**src/hw/rfpll_defs.vh**
```
`ifndef RFPLL_DEFS_VH
`define RFPLL_DEFS_VH
// ----------------------------------------
// register offsets (byte addresses)
// ----------------------------------------
`define RFPLL_ADDR_W 3
`define RFPLL_OFF_ZHI 3'h0
`define RFPLL_OFF_ZLO 3'h1
`define RFPLL_OFF_OHI 3'h2
`define RFPLL_OFF_OLO 3'h3
`define RFPLL_OFF_CTL 3'h4
// ----------------------------------------
// field positions
// ----------------------------------------
`define RFPLL_FRAC_LO_MSB 7
`define RFPLL_FRAC_LO_LSB 3
`define RFPLL_INV_BIT 2
`define RFPLL_BAND_BIT 2
`define RFPLL_KEY_BIT 1
`define RFPLL_REF_BIT 0
`define RFPLL_RST_BIT 0
`define RFPLL_PAGE_BIT 1
`define RFPLL_CODE_MSB 1
`define RFPLL_CODE_LSB 0
// ----------------------------------------
// reset values and encodings
// ----------------------------------------
`define RFPLL_BYTE_RST 8'h00
`define RFPLL_LOW_RST 5'h00
`define RFPLL_CODE_MAN 2'h0
`define RFPLL_CODE_BIP 2'h1
`define RFPLL_CODE_NRZ 2'h2
`define RFPLL_CODE_MCU 2'h3
`define RFPLL_INT_BASE 5'h0c
`define RFPLL_INT_BAND 5'h04
// ----------------------------------------
// timing
// ----------------------------------------
`define RFPLL_CLK_KHZ 40000
`define RFPLL_REF_KHZ 500
`define RFPLL_REF_HALF (`RFPLL_CLK_KHZ / (2 * `RFPLL_REF_KHZ))
`endif

```
**src/hw/rfpll_refdiv.v**
```verilog
`timescale 1ns/1ps
`include "rfpll_defs.vh"
// ----------------------------------------
// reference clock divider
// ----------------------------------------
module rfpll_refdiv #(
   parameter HALF = `RFPLL_REF_HALF
) (
   input wire clk_i,
   input wire srst_i,
   input wire en_i,
   output reg ref_o
);
   reg [7:0] cnt_r;
   // stopped divider holds low so the timer sees no stray edge
   always @(posedge clk_i) begin
      if (srst_i || !en_i) begin
         cnt_r <= 8'h00;
         ref_o <= 1'b0;
      end else if (cnt_r == HALF - 1) begin
         cnt_r <= 8'h00;
         ref_o <= ~ref_o;
      end else begin
         cnt_r <= cnt_r + 8'h01;
      end
   end
endmodule // rfpll_refdiv

```
**src/hw/rfpll_regs.v**
```verilog
`timescale 1ns/1ps
`include "rfpll_defs.vh"
// Notes on behaviour
// - zero fraction = first register as bits 12:5, second reg 7:3 as 4:0.
// - ratio = 12 + 4*band + fraction/8192, given as integer and fraction.
// - zero fraction clears on radio block reset.
// - one fraction = third register as 12:5, fourth reg 7:3 as 4:0.
// - one fraction clears on radio block reset.
// - the four registers decode only while buffer page select is zero.
// - second reg bit 2 inverts NRZ and direct data; cleared on reset.
// - encoding field picks Manchester, bi-phase, NRZ or direct data.
// - encoding field clears to Manchester on reset.
// - fourth reg bit 2 picks 315 (0) or 434 (1) MHz band; clears.
// - fourth reg bit 1 picks OOK (0) or FSK (1); clears on reset.
// - fourth reg bit 0 gates the 500 kHz timer reference clock.
// - buffer page select lives in control two and picks the page.
module rfpll_regs (
   input wire CLK_I,
   input wire SRST_I,
   input wire [`RFPLL_ADDR_W-1:0] ADDR_I,
   input wire [7:0] WDATA_I,
   input wire WR_I,
   input wire RD_I,
   output reg [7:0] RDATA_O,
   input wire SYMBOL_I,
   input wire MCU_DATA_I,
   output reg [4:0] DIV_INT_O,
   output reg [12:0] DIV_FRAC_O,
   output reg [1:0] ENCODING_O,
   output reg DATA_INVERT_O,
   output reg DIRECT_DATA_O,
   output reg CARRIER_BAND_SELECT_O,
   output reg KEYING_SELECT_O,
   output wire TIMER_REFERENCE_CLOCK_O,
   output reg BUFFER_PAGE_SELECT_O
);
   // ----------------------------------------
   // registers
   // ----------------------------------------
   reg [7:0] zhi_r;
   reg [4:0] zlo_r;
   reg data_invert_r;
   reg [1:0] code_r;
   reg [7:0] ohi_r;
   reg [4:0] olo_r;
   reg band_r;
   reg keying_r;
   reg ref_en_r;
   reg page_r;
   reg radio_rst_r;
   reg sym_s1_r;
   reg sym_r;
   reg mcu_s1_r;
   reg mcu_r;
   wire page_ok;
   wire [12:0] zero_frac;
   wire [12:0] one_frac;
   wire sel_zero;

   // block reset from the system reset or the software pulse
   wire radio_rst = SRST_I | radio_rst_r;
   assign page_ok = ~page_r;
   assign zero_frac = {zhi_r, zlo_r};
   assign one_frac = {ohi_r, olo_r};

   function hit;
      input [`RFPLL_ADDR_W-1:0] a;
      input [`RFPLL_ADDR_W-1:0] off;
      begin
         hit = (a == off);
      end
   endfunction

   // ----------------------------------------
   // pin synchronisers
   // ----------------------------------------
   always @(posedge CLK_I) begin
      if (SRST_I) begin
         sym_s1_r <= 1'b0;
         sym_r <= 1'b0;
         mcu_s1_r <= 1'b0;
         mcu_r <= 1'b0;
      end else begin
         sym_s1_r <= SYMBOL_I;
         sym_r <= sym_s1_r;
         mcu_s1_r <= MCU_DATA_I;
         mcu_r <= mcu_s1_r;
      end
   end

   // ----------------------------------------
   // control register (page select, reset pulse)
   // ----------------------------------------
   always @(posedge CLK_I) begin
      if (SRST_I) begin
         page_r <= 1'b0;
         radio_rst_r <= 1'b0;
      end else begin
         // one-cycle pulse; never stored, so it always reads zero
         radio_rst_r <= WR_I && hit(ADDR_I, `RFPLL_OFF_CTL) &&
            WDATA_I[`RFPLL_RST_BIT];
         if (WR_I && hit(ADDR_I, `RFPLL_OFF_CTL)) begin
            page_r <= WDATA_I[`RFPLL_PAGE_BIT];
         end
      end
   end

   // ----------------------------------------
   // pll control registers
   // ----------------------------------------
   always @(posedge CLK_I) begin
      if (radio_rst) begin
         zhi_r <= `RFPLL_BYTE_RST;
         zlo_r <= `RFPLL_LOW_RST;
         data_invert_r <= 1'b0;
         code_r <= `RFPLL_CODE_MAN;
         ohi_r <= `RFPLL_BYTE_RST;
         olo_r <= `RFPLL_LOW_RST;
         band_r <= 1'b0;
         keying_r <= 1'b0;
      end else if (WR_I && page_ok) begin
         if (hit(ADDR_I, `RFPLL_OFF_ZHI)) begin
            zhi_r <= WDATA_I;
         end
         if (hit(ADDR_I, `RFPLL_OFF_ZLO)) begin
            zlo_r <= WDATA_I[`RFPLL_FRAC_LO_MSB:`RFPLL_FRAC_LO_LSB];
            data_invert_r <= WDATA_I[`RFPLL_INV_BIT];
            code_r <= WDATA_I[`RFPLL_CODE_MSB:`RFPLL_CODE_LSB];
         end
         if (hit(ADDR_I, `RFPLL_OFF_OHI)) begin
            ohi_r <= WDATA_I;
         end
         if (hit(ADDR_I, `RFPLL_OFF_OLO)) begin
            olo_r <= WDATA_I[`RFPLL_FRAC_LO_MSB:`RFPLL_FRAC_LO_LSB];
            band_r <= WDATA_I[`RFPLL_BAND_BIT];
            keying_r <= WDATA_I[`RFPLL_KEY_BIT];
         end
      end
   end

   // reference enable survives block reset; only system reset clears it
   always @(posedge CLK_I) begin
      if (SRST_I) begin
         ref_en_r <= 1'b0;
      end else if (WR_I && page_ok && hit(ADDR_I, `RFPLL_OFF_OLO)) begin
         ref_en_r <= WDATA_I[`RFPLL_REF_BIT];
      end
   end

   // ----------------------------------------
   // read port
   // ----------------------------------------
   always @(posedge CLK_I) begin
      if (SRST_I) begin
         RDATA_O <= 8'h00;
      end else if (RD_I) begin
         case (ADDR_I)
            `RFPLL_OFF_ZHI: RDATA_O <= page_ok ? zhi_r : 8'h00;
            `RFPLL_OFF_ZLO: RDATA_O <= page_ok ?
               {zlo_r, data_invert_r, code_r} : 8'h00;
            `RFPLL_OFF_OHI: RDATA_O <= page_ok ? ohi_r : 8'h00;
            `RFPLL_OFF_OLO: RDATA_O <= page_ok ?
               {olo_r, band_r, keying_r, ref_en_r} : 8'h00;
            `RFPLL_OFF_CTL: RDATA_O <= {6'h00, page_r, 1'b0};
            default: RDATA_O <= 8'h00;
         endcase
      end else begin
         RDATA_O <= 8'h00;
      end
   end

   // ----------------------------------------
   // divider word and data path
   // ----------------------------------------
   // OOK keys the carrier on with the one fraction only
   assign sel_zero = keying_r && !sym_r;

   always @(posedge CLK_I) begin
      if (SRST_I) begin
         DIV_INT_O <= `RFPLL_INT_BASE;
         DIV_FRAC_O <= 13'h0000;
         ENCODING_O <= `RFPLL_CODE_MAN;
         DATA_INVERT_O <= 1'b0;
         DIRECT_DATA_O <= 1'b0;
         CARRIER_BAND_SELECT_O <= 1'b0;
         KEYING_SELECT_O <= 1'b0;
         BUFFER_PAGE_SELECT_O <= 1'b0;
      end else begin
         DIV_INT_O <= band_r ? `RFPLL_INT_BASE + `RFPLL_INT_BAND :
            `RFPLL_INT_BASE;
         DIV_FRAC_O <= sel_zero ? zero_frac : one_frac;
         ENCODING_O <= code_r;
         DATA_INVERT_O <= data_invert_r;
         // direct mode: pin data to the output, polarity applied
         DIRECT_DATA_O <= (code_r == `RFPLL_CODE_MCU) ?
            (mcu_r ^ data_invert_r) : 1'b0;
         CARRIER_BAND_SELECT_O <= band_r;
         KEYING_SELECT_O <= keying_r;
         BUFFER_PAGE_SELECT_O <= page_r;
      end
   end

   rfpll_refdiv #(
      .HALF(`RFPLL_REF_HALF)
   ) u_refdiv (
      .clk_i(CLK_I),
      .srst_i(SRST_I),
      .en_i(ref_en_r),
      .ref_o(TIMER_REFERENCE_CLOCK_O)
   );
endmodule // rfpll_regs

```
**config.mk**
```make
export PLATFORM = sky130hd
export DESIGN_NAME = rfpll_regs
export DESIGN_NICKNAME = d
export VERILOG_FILES = /design/src/hw/rfpll_refdiv.v /design/src/hw/rfpll_regs.v
export VERILOG_INCLUDE_DIRS = /design/src /design/src/hw
export SDC_FILE = /design/constraint.sdc
export NUM_CORES = 1
export LEC_CHECK = 0
export BUFFER_PORTS_ARGS = -buffer_cell sky130_fd_sc_hd__buf_2
export CELL_PAD_IN_SITES_DETAIL_PLACEMENT = 0
export CELL_PAD_IN_SITES_GLOBAL_PLACEMENT = 1
export CORE_ASPECT_RATIO = 0.7
export CORE_MARGIN = 1.5
export CORE_UTILIZATION = 40
export CTS_BUF_LIST = sky130_fd_sc_hd__clkbuf_2 sky130_fd_sc_hd__clkbuf_4 sky130_fd_sc_hd__clkbuf_8
export DETAILED_ROUTE_END_ITERATION = 10
export PLACE_DENSITY_LB_ADDON = 0.1
export SYNTH_ARGS = -nofsm -noshare
export SYNTH_HDL_FRONTEND = slang
export SYNTH_SLANG_ARGS = --single-unit
```
**constraint.sdc**
```tcl
create_clock -name CLK_I -period 2.1 [get_ports CLK_I]
set_input_delay 0.42 -clock CLK_I [delete_from_list [all_inputs] [get_ports CLK_I]]
set_output_delay 0.42 -clock CLK_I [all_outputs]
set_load 0.05 [all_outputs]
```
==> results of run 1 <==
sequential cells by signal, summed over array words and instances, names as in the netlist, 2 cells and up:
signal and cells:
olo_r 5, DIV_FRAC_O 13, ohi_r 8, ENCODING_O 2
code_r 2, RDATA_O 8, zhi_r 8, DIV_INT_O 2
zlo_r 5, u_refdiv.cnt_r 8
routing by layer:
metal	vias to the layer above	routed length [um]
li1	1217	-
met1	1114	4020
met2	56	3090
met3	7	454
met4	0	75
met5	-	0
power by group through the flow:
stage	logic, mW	registers [mW]	clock network (mW)
after CTS	0.204	1.48	1.18
after detailed placement	0.204	1.51	0
final	0.203	1.48	1.16
after floorplan	0.121	1.52	0
after global routing	0.221	1.48	1.24
after global placement	0.203	1.51	0
synthesized netlist by cell type (all sizes together), types with 2 or more instances:
cell     instances
nand4            2
mux2i           27
clkbuf          14
nand4bb          2
buf              9
mux4             3
or3              4
nand3           20
o22a             4
nor3             3
or4              2
o21ai           20
xor2             2
nand2           55
nor2b           14
or2              3
inv              3
nor2            10
nand2b           4
dfxtp           76
a21oi           35
cells by family after synthesis:
logic type / synth area share [%]
compound gates: 11.4
xor+xnor: 0.874
fa+ha+maj: 0.416
buf+inv: 4.37
flops: 50.6
mux: 11.2
other cells: 0.125
simple gates: 21.0
path summary, 6_finish.rpt:
check,startpoint,end,slack [ps],cells after the start
worst max-delay path,u_refdiv.cnt_r[0]$_SDFF_PP0_,u_refdiv.cnt_r[7]$_SDFF_PP0_,470,5
worst min-delay path,MCU_DATA_I,mcu_s1_r$_SDFF_PP0_,280,2
worst max register to register,u_refdiv.cnt_r[0]$_SDFF_PP0_,u_refdiv.cnt_r[7]$_SDFF_PP0_,470,5
worst min register to register,mcu_s1_r$_SDFF_PP0_,mcu_r$_SDFF_PP0_,440,1
stage by stage:
| stage | worst slack (ps) | hold WS [ps] | std cells | utilization (%) |
|---|---|---|---|---|
| floorplan | 537 | 414 | 327 | - |
| global placement | 319 | 420 | 461 | 45.8 |
| detailed placement | 273 | 422 | 461 | 45.8 |
| CTS | 465 | 270 | 477 | 48.6 |
| global route | 333 | 283 | 477 | 48.6 |
| finish | 471 | 281 | 477 | 48.6 |
layout make-up:
class | count | area share (%)
Clock buffer | 12 | 4.48
Multi-Input combinational cell | 224 | 38.3
Clock inverter | 4 | 1.34
Sequential cell | 76 | 42.9
Tap cell | 98 | 3.46
Inverter | 4 | 0.424
Timing Repair Buffer | 59 | 9.11
==> results.ini, run 1 <==
[global_routing]
antenna_found_initial=0
use_met1_pct=30.2
grt_max_degree=19
grt_pass1_vias=2166
top_usage_layer=met1
grt_use_total_pct=20.0
grt_overflow=0
grt_pass1_wl_um=11900
grtUsageMet3_pct=4.62
use_met2_pct=28.1

[drt]
drc=0
drt-vias-per-instance=5.02
drt-total-wl_um=7640
firstDrtPassIters=4
drtIter0Drc=139
antenna_left=0
vias=2394
wl_per_cell_um=16.0

[worst_setup_path]
slowest_stage=o311ai_0
crit_path_start_kind=flip-flop
end_kind=flip-flop
arrival_ps=1860
crit_family=compound AO/OA/AOI/OAI gates
cp.required_ps=2330
path_class=flip-flop to flip-flop
crit_chain=ha_1 -> nand4bb_1 -> o311ai_0 -> buf_4 -> a21oi_1
critPathBufInv=1
path_max_fanout=5
slowest_delay_ps=390

[floorplanning]
dieArea_um2=8050
fp-row-count=26
start_util_pct=41.2
fp.dieH_um=75.5
die_w_um=107
core-area_um2=7290
ioPinCount=51

[power]
total_power_mw=2.84
p_clk_share_pct=40.8
p_sw_share_pct=24.2
p_leak_nw=1.42
ir_worst_vdd_v=0.000419
internal_power_mw=2.15
switchingPower_uw=687
p_comb_share_pct=7.2
power_density_nw_per_um2=800
pwr-share-seq_pct=52.1

[synthesis]
ys_async_sr_fraction_pct=0
synth_ff_type=dfxtp_1
yosysSeqAreaShare_pct=50.6
syn_inst=326
synth.cell_area_um2=3010
synth_top_area_share_pct=50.6
ys_types=38
ys_ff_latch=76
yosysTopAreaCell=dfxtp_1
syn_area_per_cell_um2=9.22
ys_warn_count=0
synth_edf_count=0
synth_area_leaders=dfxtp_1 51%, mux2i_1 9.0%, nand2_1 6.9%

[cts]
cts_setup_buffers=0
holdBufCountCts=0
path_clk_slew_ps=80
clk_path_buf_depth=2
cts_tree=built
cts_num_sinks=76
cts-buffers-inserted=9
cts_resized=0
clk_latency_ps=340
cts_root_buf=clkbuf_8
h-tree-depth=3

[sta]
fmax_ghz=0.614
rsz0062_at_grt=no
period_needed_ps=1630
drv_slew=0
maxSlewHeadroom_pct=60.8
setup_viol=0
fin_setup_tns_ps=0
hold_viol_final=0
worst_clock_skew_ps=4.09
min_period_over_period_pct=77.6
worst_pin_slew_ps=588

[layout]
nets=392
final_common_cell=dfxtp_1
final_cell_mix=76 x dfxtp_1, 55 x nand2_1, 48 x buf_2
antenna_cells=0
multi_input_area_um2=1360
fill_cells=714
drive_above_1_share_pct=21.9
final_cell_area_um2=3540
syn_to_final_growth_pct=17.9
final-seq-area_um2=1520

[placement]
placed_area_um2=3340
globalplace.congestion=0.797
numPortBuffers=48
hpwl_um=5400

[outcome]
status=finished, final reports clean

[flow_run]
maxCapViolations=0

[worst_hold_path]
hold_class=primary input to flip-flop

(Power assumes the default switching activity.)
==> inputs of run 2 (changes only) <==
Settings changed: ABC_AREA from default to 1.
Clock period 2.1 ns to 1.6 ns, I/O delays scaled along.
==> results.ini, run 2 <==
[synthesis]
synth.cell_area_um2=2960
ys_async_sr_fraction_pct=0
yosysTopAreaCell=dfxtp_1
synth_area_leaders=dfxtp_1 51%, nor2_1 13%, o21ai_0 9.1%
ys_ff_latch=76
synth.most_common_cell=nor2_1
ys_warn_count=0
ys_types=26
yosysSeqAreaShare_pct=51.4
syn_area_per_cell_um2=7.74
synth_top_area_share_pct=51.4
synth_common_cells=103 x nor2_1, 76 x dfxtp_1, 54 x o21ai_0
synth_edf_count=0
synth_ff_type=dfxtp_1
syn_inst=382

[layout]
final_cell_area_um2=3490
drive_above_1_share_pct=19.8
largest_reg_flops=13
antenna_cells=0
nets=453
final_common_cell=nor2_1
post-route-util_pct=48.3
syn_to_final_growth_pct=17.9
regMostFlops=DIV_FRAC_O
final_cell_mix=103 x nor2_1, 76 x dfxtp_1, 54 x o21ai_0

[outcome]
status=finished, final reports clean

[cts]
clk_latency_ps=350
cts_tree=built
clk_path_buf_depth=2
h-tree-depth=3
cts-buffers-inserted=9
cts_root_buf=clkbuf_8
holdBufCountCts=0
cts_resized=0
cts_num_sinks=76
path_clk_slew_ps=70
cts_setup_buffers=0

[placement]
hpwl_um=5260
placed_area_um2=3310
globalplace.congestion=0.863
numPortBuffers=48

[global_routing]
grtUsageMet3_pct=4.76
antenna_found_initial=0
grt_use_total_pct=20.2
use_met1_pct=29.9
use_met2_pct=28.6
top_usage_layer=met1
grt_pass1_vias=2275
grt_pass1_wl_um=11900
grt_max_degree=32
grt_overflow=0

[worst_setup_path]
path_class=flip-flop to flip-flop
end_kind=flip-flop
cp.required_ps=1840
crit_path_start_kind=flip-flop
arrival_ps=1590
path_max_fanout=16

[drt]
drtIter0Drc=142
antenna_left=0
firstDrtPassIters=4
drc=0
drt-total-wl_um=7430
drt-vias-per-instance=4.76
vias=2563
wl_per_cell_um=13.8

[sta]
setup_viol=0
whs_ps=174
rsz0062_at_grt=no
period_needed_ps=1350
fmax_ghz=0.742
fin_setup_tns_ps=0
hold_viol_final=0
drv_slew=0
min_period_over_period_pct=84.3
worst_clock_skew_ps=6.54

[flow_run]
maxCapViolations=0

[floorplanning]
dieArea_um2=7930
start_util_pct=41.0
fp.dieH_um=74.9
core-area_um2=7220
fp-row-count=26
ioPinCount=51
die_w_um=106

[power]
p_leak_nw=1.54
total_power_mw=3.63
power_density_nw_per_um2=1040
ir_worst_vdd_v=0.000518

[worst_hold_path]
hold_class=primary input to flip-flop

## run 2: cell types whose count changed in the layout (fill, tap and decap cells not counted), moves of 25 or more
| cell | delta |
|---|---|
| mux2i_1 | -27 |
| o21ai_0 | +34 |
| a21oi_1 | -25 |
| inv_1 | +25 |
| nand2_1 | -31 |
| nor2_1 | +93 |
## run 2: power breakdown
part	leakage (nW)	switching [mW]	internal [mW]
Combinational	0.824	0.250	0.0923
Sequential	0.616	0.0265	1.94
Clock	0.0981	0.646	0.671
## run 2: final timing paths
path | startpoint | to | slack, ps | cells past startpoint
worst max-delay path | page_r$_SDFFE_PP0P_ | olo_r[4]$_SDFFE_PP0P_ | 250 | 7
worst min-delay path | SYMBOL_I | sym_s1_r$_SDFF_PP0_ | 170 | 3
worst max register to register | page_r$_SDFFE_PP0P_ | olo_r[4]$_SDFFE_PP0P_ | 250 | 7
worst min register to register | sym_s1_r$_SDFF_PP0_ | sym_r$_SDFF_PP0_ | 400 | 2
## run 2: final cells by class
class	count	area, um2
clock inverters	2	10.0
repair buffers	58	340
flip-flops and latches	76	1520
clock buffers	14	168
well taps	98	123
fillers	772	3730
inverters	32	121
multi-input cells	258	1200
## run 2: through the flow
stage | instances | setup WS [ps]
after floorplan | 383 | 386
after global placement | 522 | 159
after detailed placement | 522 | 135
after CTS | 538 | 235
after global routing | 538 | 99.1
final | 538 | 252
## run 2: logic make-up after synthesis
| kind of cell | count (synthesis) | synth area share (%) |
|---|---|---|
| flops | 76 | 51.4 |
| other cells | 1 | 0.127 |
| fa+ha+maj | 1 | 0.423 |
| simple gates | 185 | 27.7 |
| buf+inv | 49 | 7.95 |
| xor+xnor | 3 | 0.888 |
| compound gates | 67 | 11.4 |
## run 2: worst max-delay path: stages (launching register included)
cell	delay, ps
dfxtp_1	300
inv_1	60
nand2_1	180
buf_12	220
nor2_4	210
inv_2	120
nor2_1	100
nor2_1	50
## run 2: layer usage
layer,wire [um],vias to the layer above
met4,88,0
met3,522,8
met2,3050,70
met1,3770,1137
li1,-,1348
met5,0,-
==> inputs of run 3 (changes only) <==
Clock period 1.6 ns to 1.3 ns, I/O delays scaled along.
==> results.ini, run 3 (synthesized netlist as in run 2, its figures left out) <==
[outcome]
status=finished, final reports clean

[layout]
syn_to_final_growth_pct=21.8
drive_above_1_share_pct=22.8
final_cell_area_um2=3600
antenna_cells=0
regMostFlops=DIV_FRAC_O
final_cell_mix=102 x nor2_1, 75 x dfxtp_1, 54 x o21ai_0
largest_reg_flops=13
nets=465
final_common_cell=nor2_1

[drt]
drt-vias-per-instance=4.76
drc=0
firstDrtPassIters=4
vias=2617
wl_per_cell_um=13.6
drt-total-wl_um=7500
drtIter0Drc=167
antenna_left=0

[cts]
clk_path_buf_depth=2
holdBufCountCts=0
cts_num_sinks=76
path_clk_slew_ps=80
h-tree-depth=3
cts_tree=built
clk_latency_ps=340
cts_setup_buffers=0
cts_root_buf=clkbuf_8
cts-buffers-inserted=9

[placement]
numPortBuffers=48
hpwl_um=5420
placed_area_um2=3400
globalplace.congestion=0.809

[global_routing]
grt_pass1_wl_um=12000
grt_overflow=0
grt_use_total_pct=19.9
antenna_found_initial=0
grt_pass1_vias=2268
grt_max_degree=32

[worst_setup_path]
crit_family=flip-flops
slowest_stage=dfxtp_1
arrival_ps=1470
crit_path_start_kind=flip-flop
path_class=flip-flop to flip-flop
path_max_fanout=18
critPathBufInv=2
cp.required_ps=1560
slowest_delay_ps=370
end_kind=flip-flop
crit_chain=inv_1 -> nor2_2 -> buf_4 -> o21ai_0 -> a21oi_1

[power]
p_sw_share_pct=26.9
p_comb_share_pct=9.7
p_leak_nw=1.59
switchingPower_mw=1.22
pwr-share-seq_pct=53.4
power_density_nw_per_um2=1260
p_clk_share_pct=36.8
ir_worst_vdd_v=0.000661
internal_power_mw=3.32

[floorplanning]
fp-row-count=26
ioPinCount=51
start_util_pct=41.0
core-area_um2=7220
die_w_um=106
fp.dieH_um=74.9
dieArea_um2=7930

[sta]
hold_viol_final=0
rsz0062_at_grt=no
fin_setup_tns_ps=0
min_period_over_period_pct=93.7
fmax_ghz=0.821
period_needed_ps=1220
drv_slew=0
worst_clock_skew_ps=8.42
setup_viol=0

[worst_hold_path]
hold_class=primary input to flip-flop

[flow_run]
maxCapViolations=0

[run 3: cell count changes in the layout (fill, tap and decap cells not counted)]
| cell | change |
|---|---|
| clkinv_4 | +1 |
| dfxtp_2 | +1 |
| dfxtp_1 | -1 |
| nor2_1 | -1 |
| nand2_2 | +1 |
| clkinv_2 | -1 |
| clkinvlp_4 | +3 |
| clkbuf_4 | -4 |
| nand2_4 | +1 |
| clkbuf_8 | +1 |
| buf_4 | +12 |
| nor2_2 | +1 |
| nand2_1 | -2 |
[run 3: area by class of cell]
class	count	area [um2]
flip-flops and latches	76	1520
repair buffers	70	430
clock buffers	11	151
fillers	742	3620
inverters	32	121
well taps	98	123
clock inverters	5	36.3
multi-input cells	258	1220
[run 3: power groups by stage]
stage / Clock [mW] / Sequential, mW / Combinational (mW)
6_report: 1.67 / 2.42 / 0.441
5_1_grt: 1.82 / 2.43 / 0.480
4_1_cts: 1.73 / 2.42 / 0.438
3_5_place_dp: 0 / 2.48 / 0.436
3_3_place_gp: 0 / 2.48 / 0.436
2_1_floorplan: 0 / 2.54 / 0.212
[run 3: final timing paths]
path                         startpoint                       end  slack (ps)  cells after the start
setup / recovery  keying_r$_SDFFE_PP0P_  DIV_FRAC_O[0]$_SDFF_PP0_          80                      5
hold / removal               MCU_DATA_I       mcu_s1_r$_SDFF_PP0_         110                      3
setup reg to reg  keying_r$_SDFFE_PP0P_  DIV_FRAC_O[0]$_SDFF_PP0_          80                      5
hold reg to reg     sym_s1_r$_SDFF_PP0_          sym_r$_SDFF_PP0_         410                      2
[run 3: worst register-to-register path, delay by kind of cell, from the launching register on]
family / cells / cell delay [ps]
AND/OR/NAND/NOR: 1 / 150
AO/OA/AOI/OAI: 2 / 290
flip-flops: 1 / 370
buffers and inverters: 2 / 330
[run 3: stage by stage]
step / worst slack [ps] / power (mW) / utilization (%) / std cells / hold slack (ps)
3_3_place_gp: 19.5 / 2.91 / 47.1 / 534 / 394
6_report: 82.1 / 4.53 / 49.9 / 550 / 111
5_1_grt: 6.21 / 4.73 / 49.9 / 550 / 97.8
4_1_cts: 19.3 / 4.59 / 49.7 / 550 / 92.7
2_1_floorplan: 146 / 2.75 / - / 383 / 367
3_5_place_dp: 15.9 / 2.91 / 47.1 / 534 / 397
[run 3: layer usage]
layer / part of all wire [%] / routed length (um) / vias up / GRT usage (%)
li1: - / - / 1366 / -
met1: 52 / 3920 / 1176 / 29.9
met2: 40 / 3010 / 70 / 26.6
met3: 6.7 / 501 / 5 / 6.41
met4: 0.97 / 73 / 0 / 6.16
met5: 0 / 0 / - / 0
[run 3: timing repair]
action                                  in CTS  in global routing
gates resized for setup                      1                  4
endpoints found under the setup margin       8                 25
pin swaps                                    0                  3
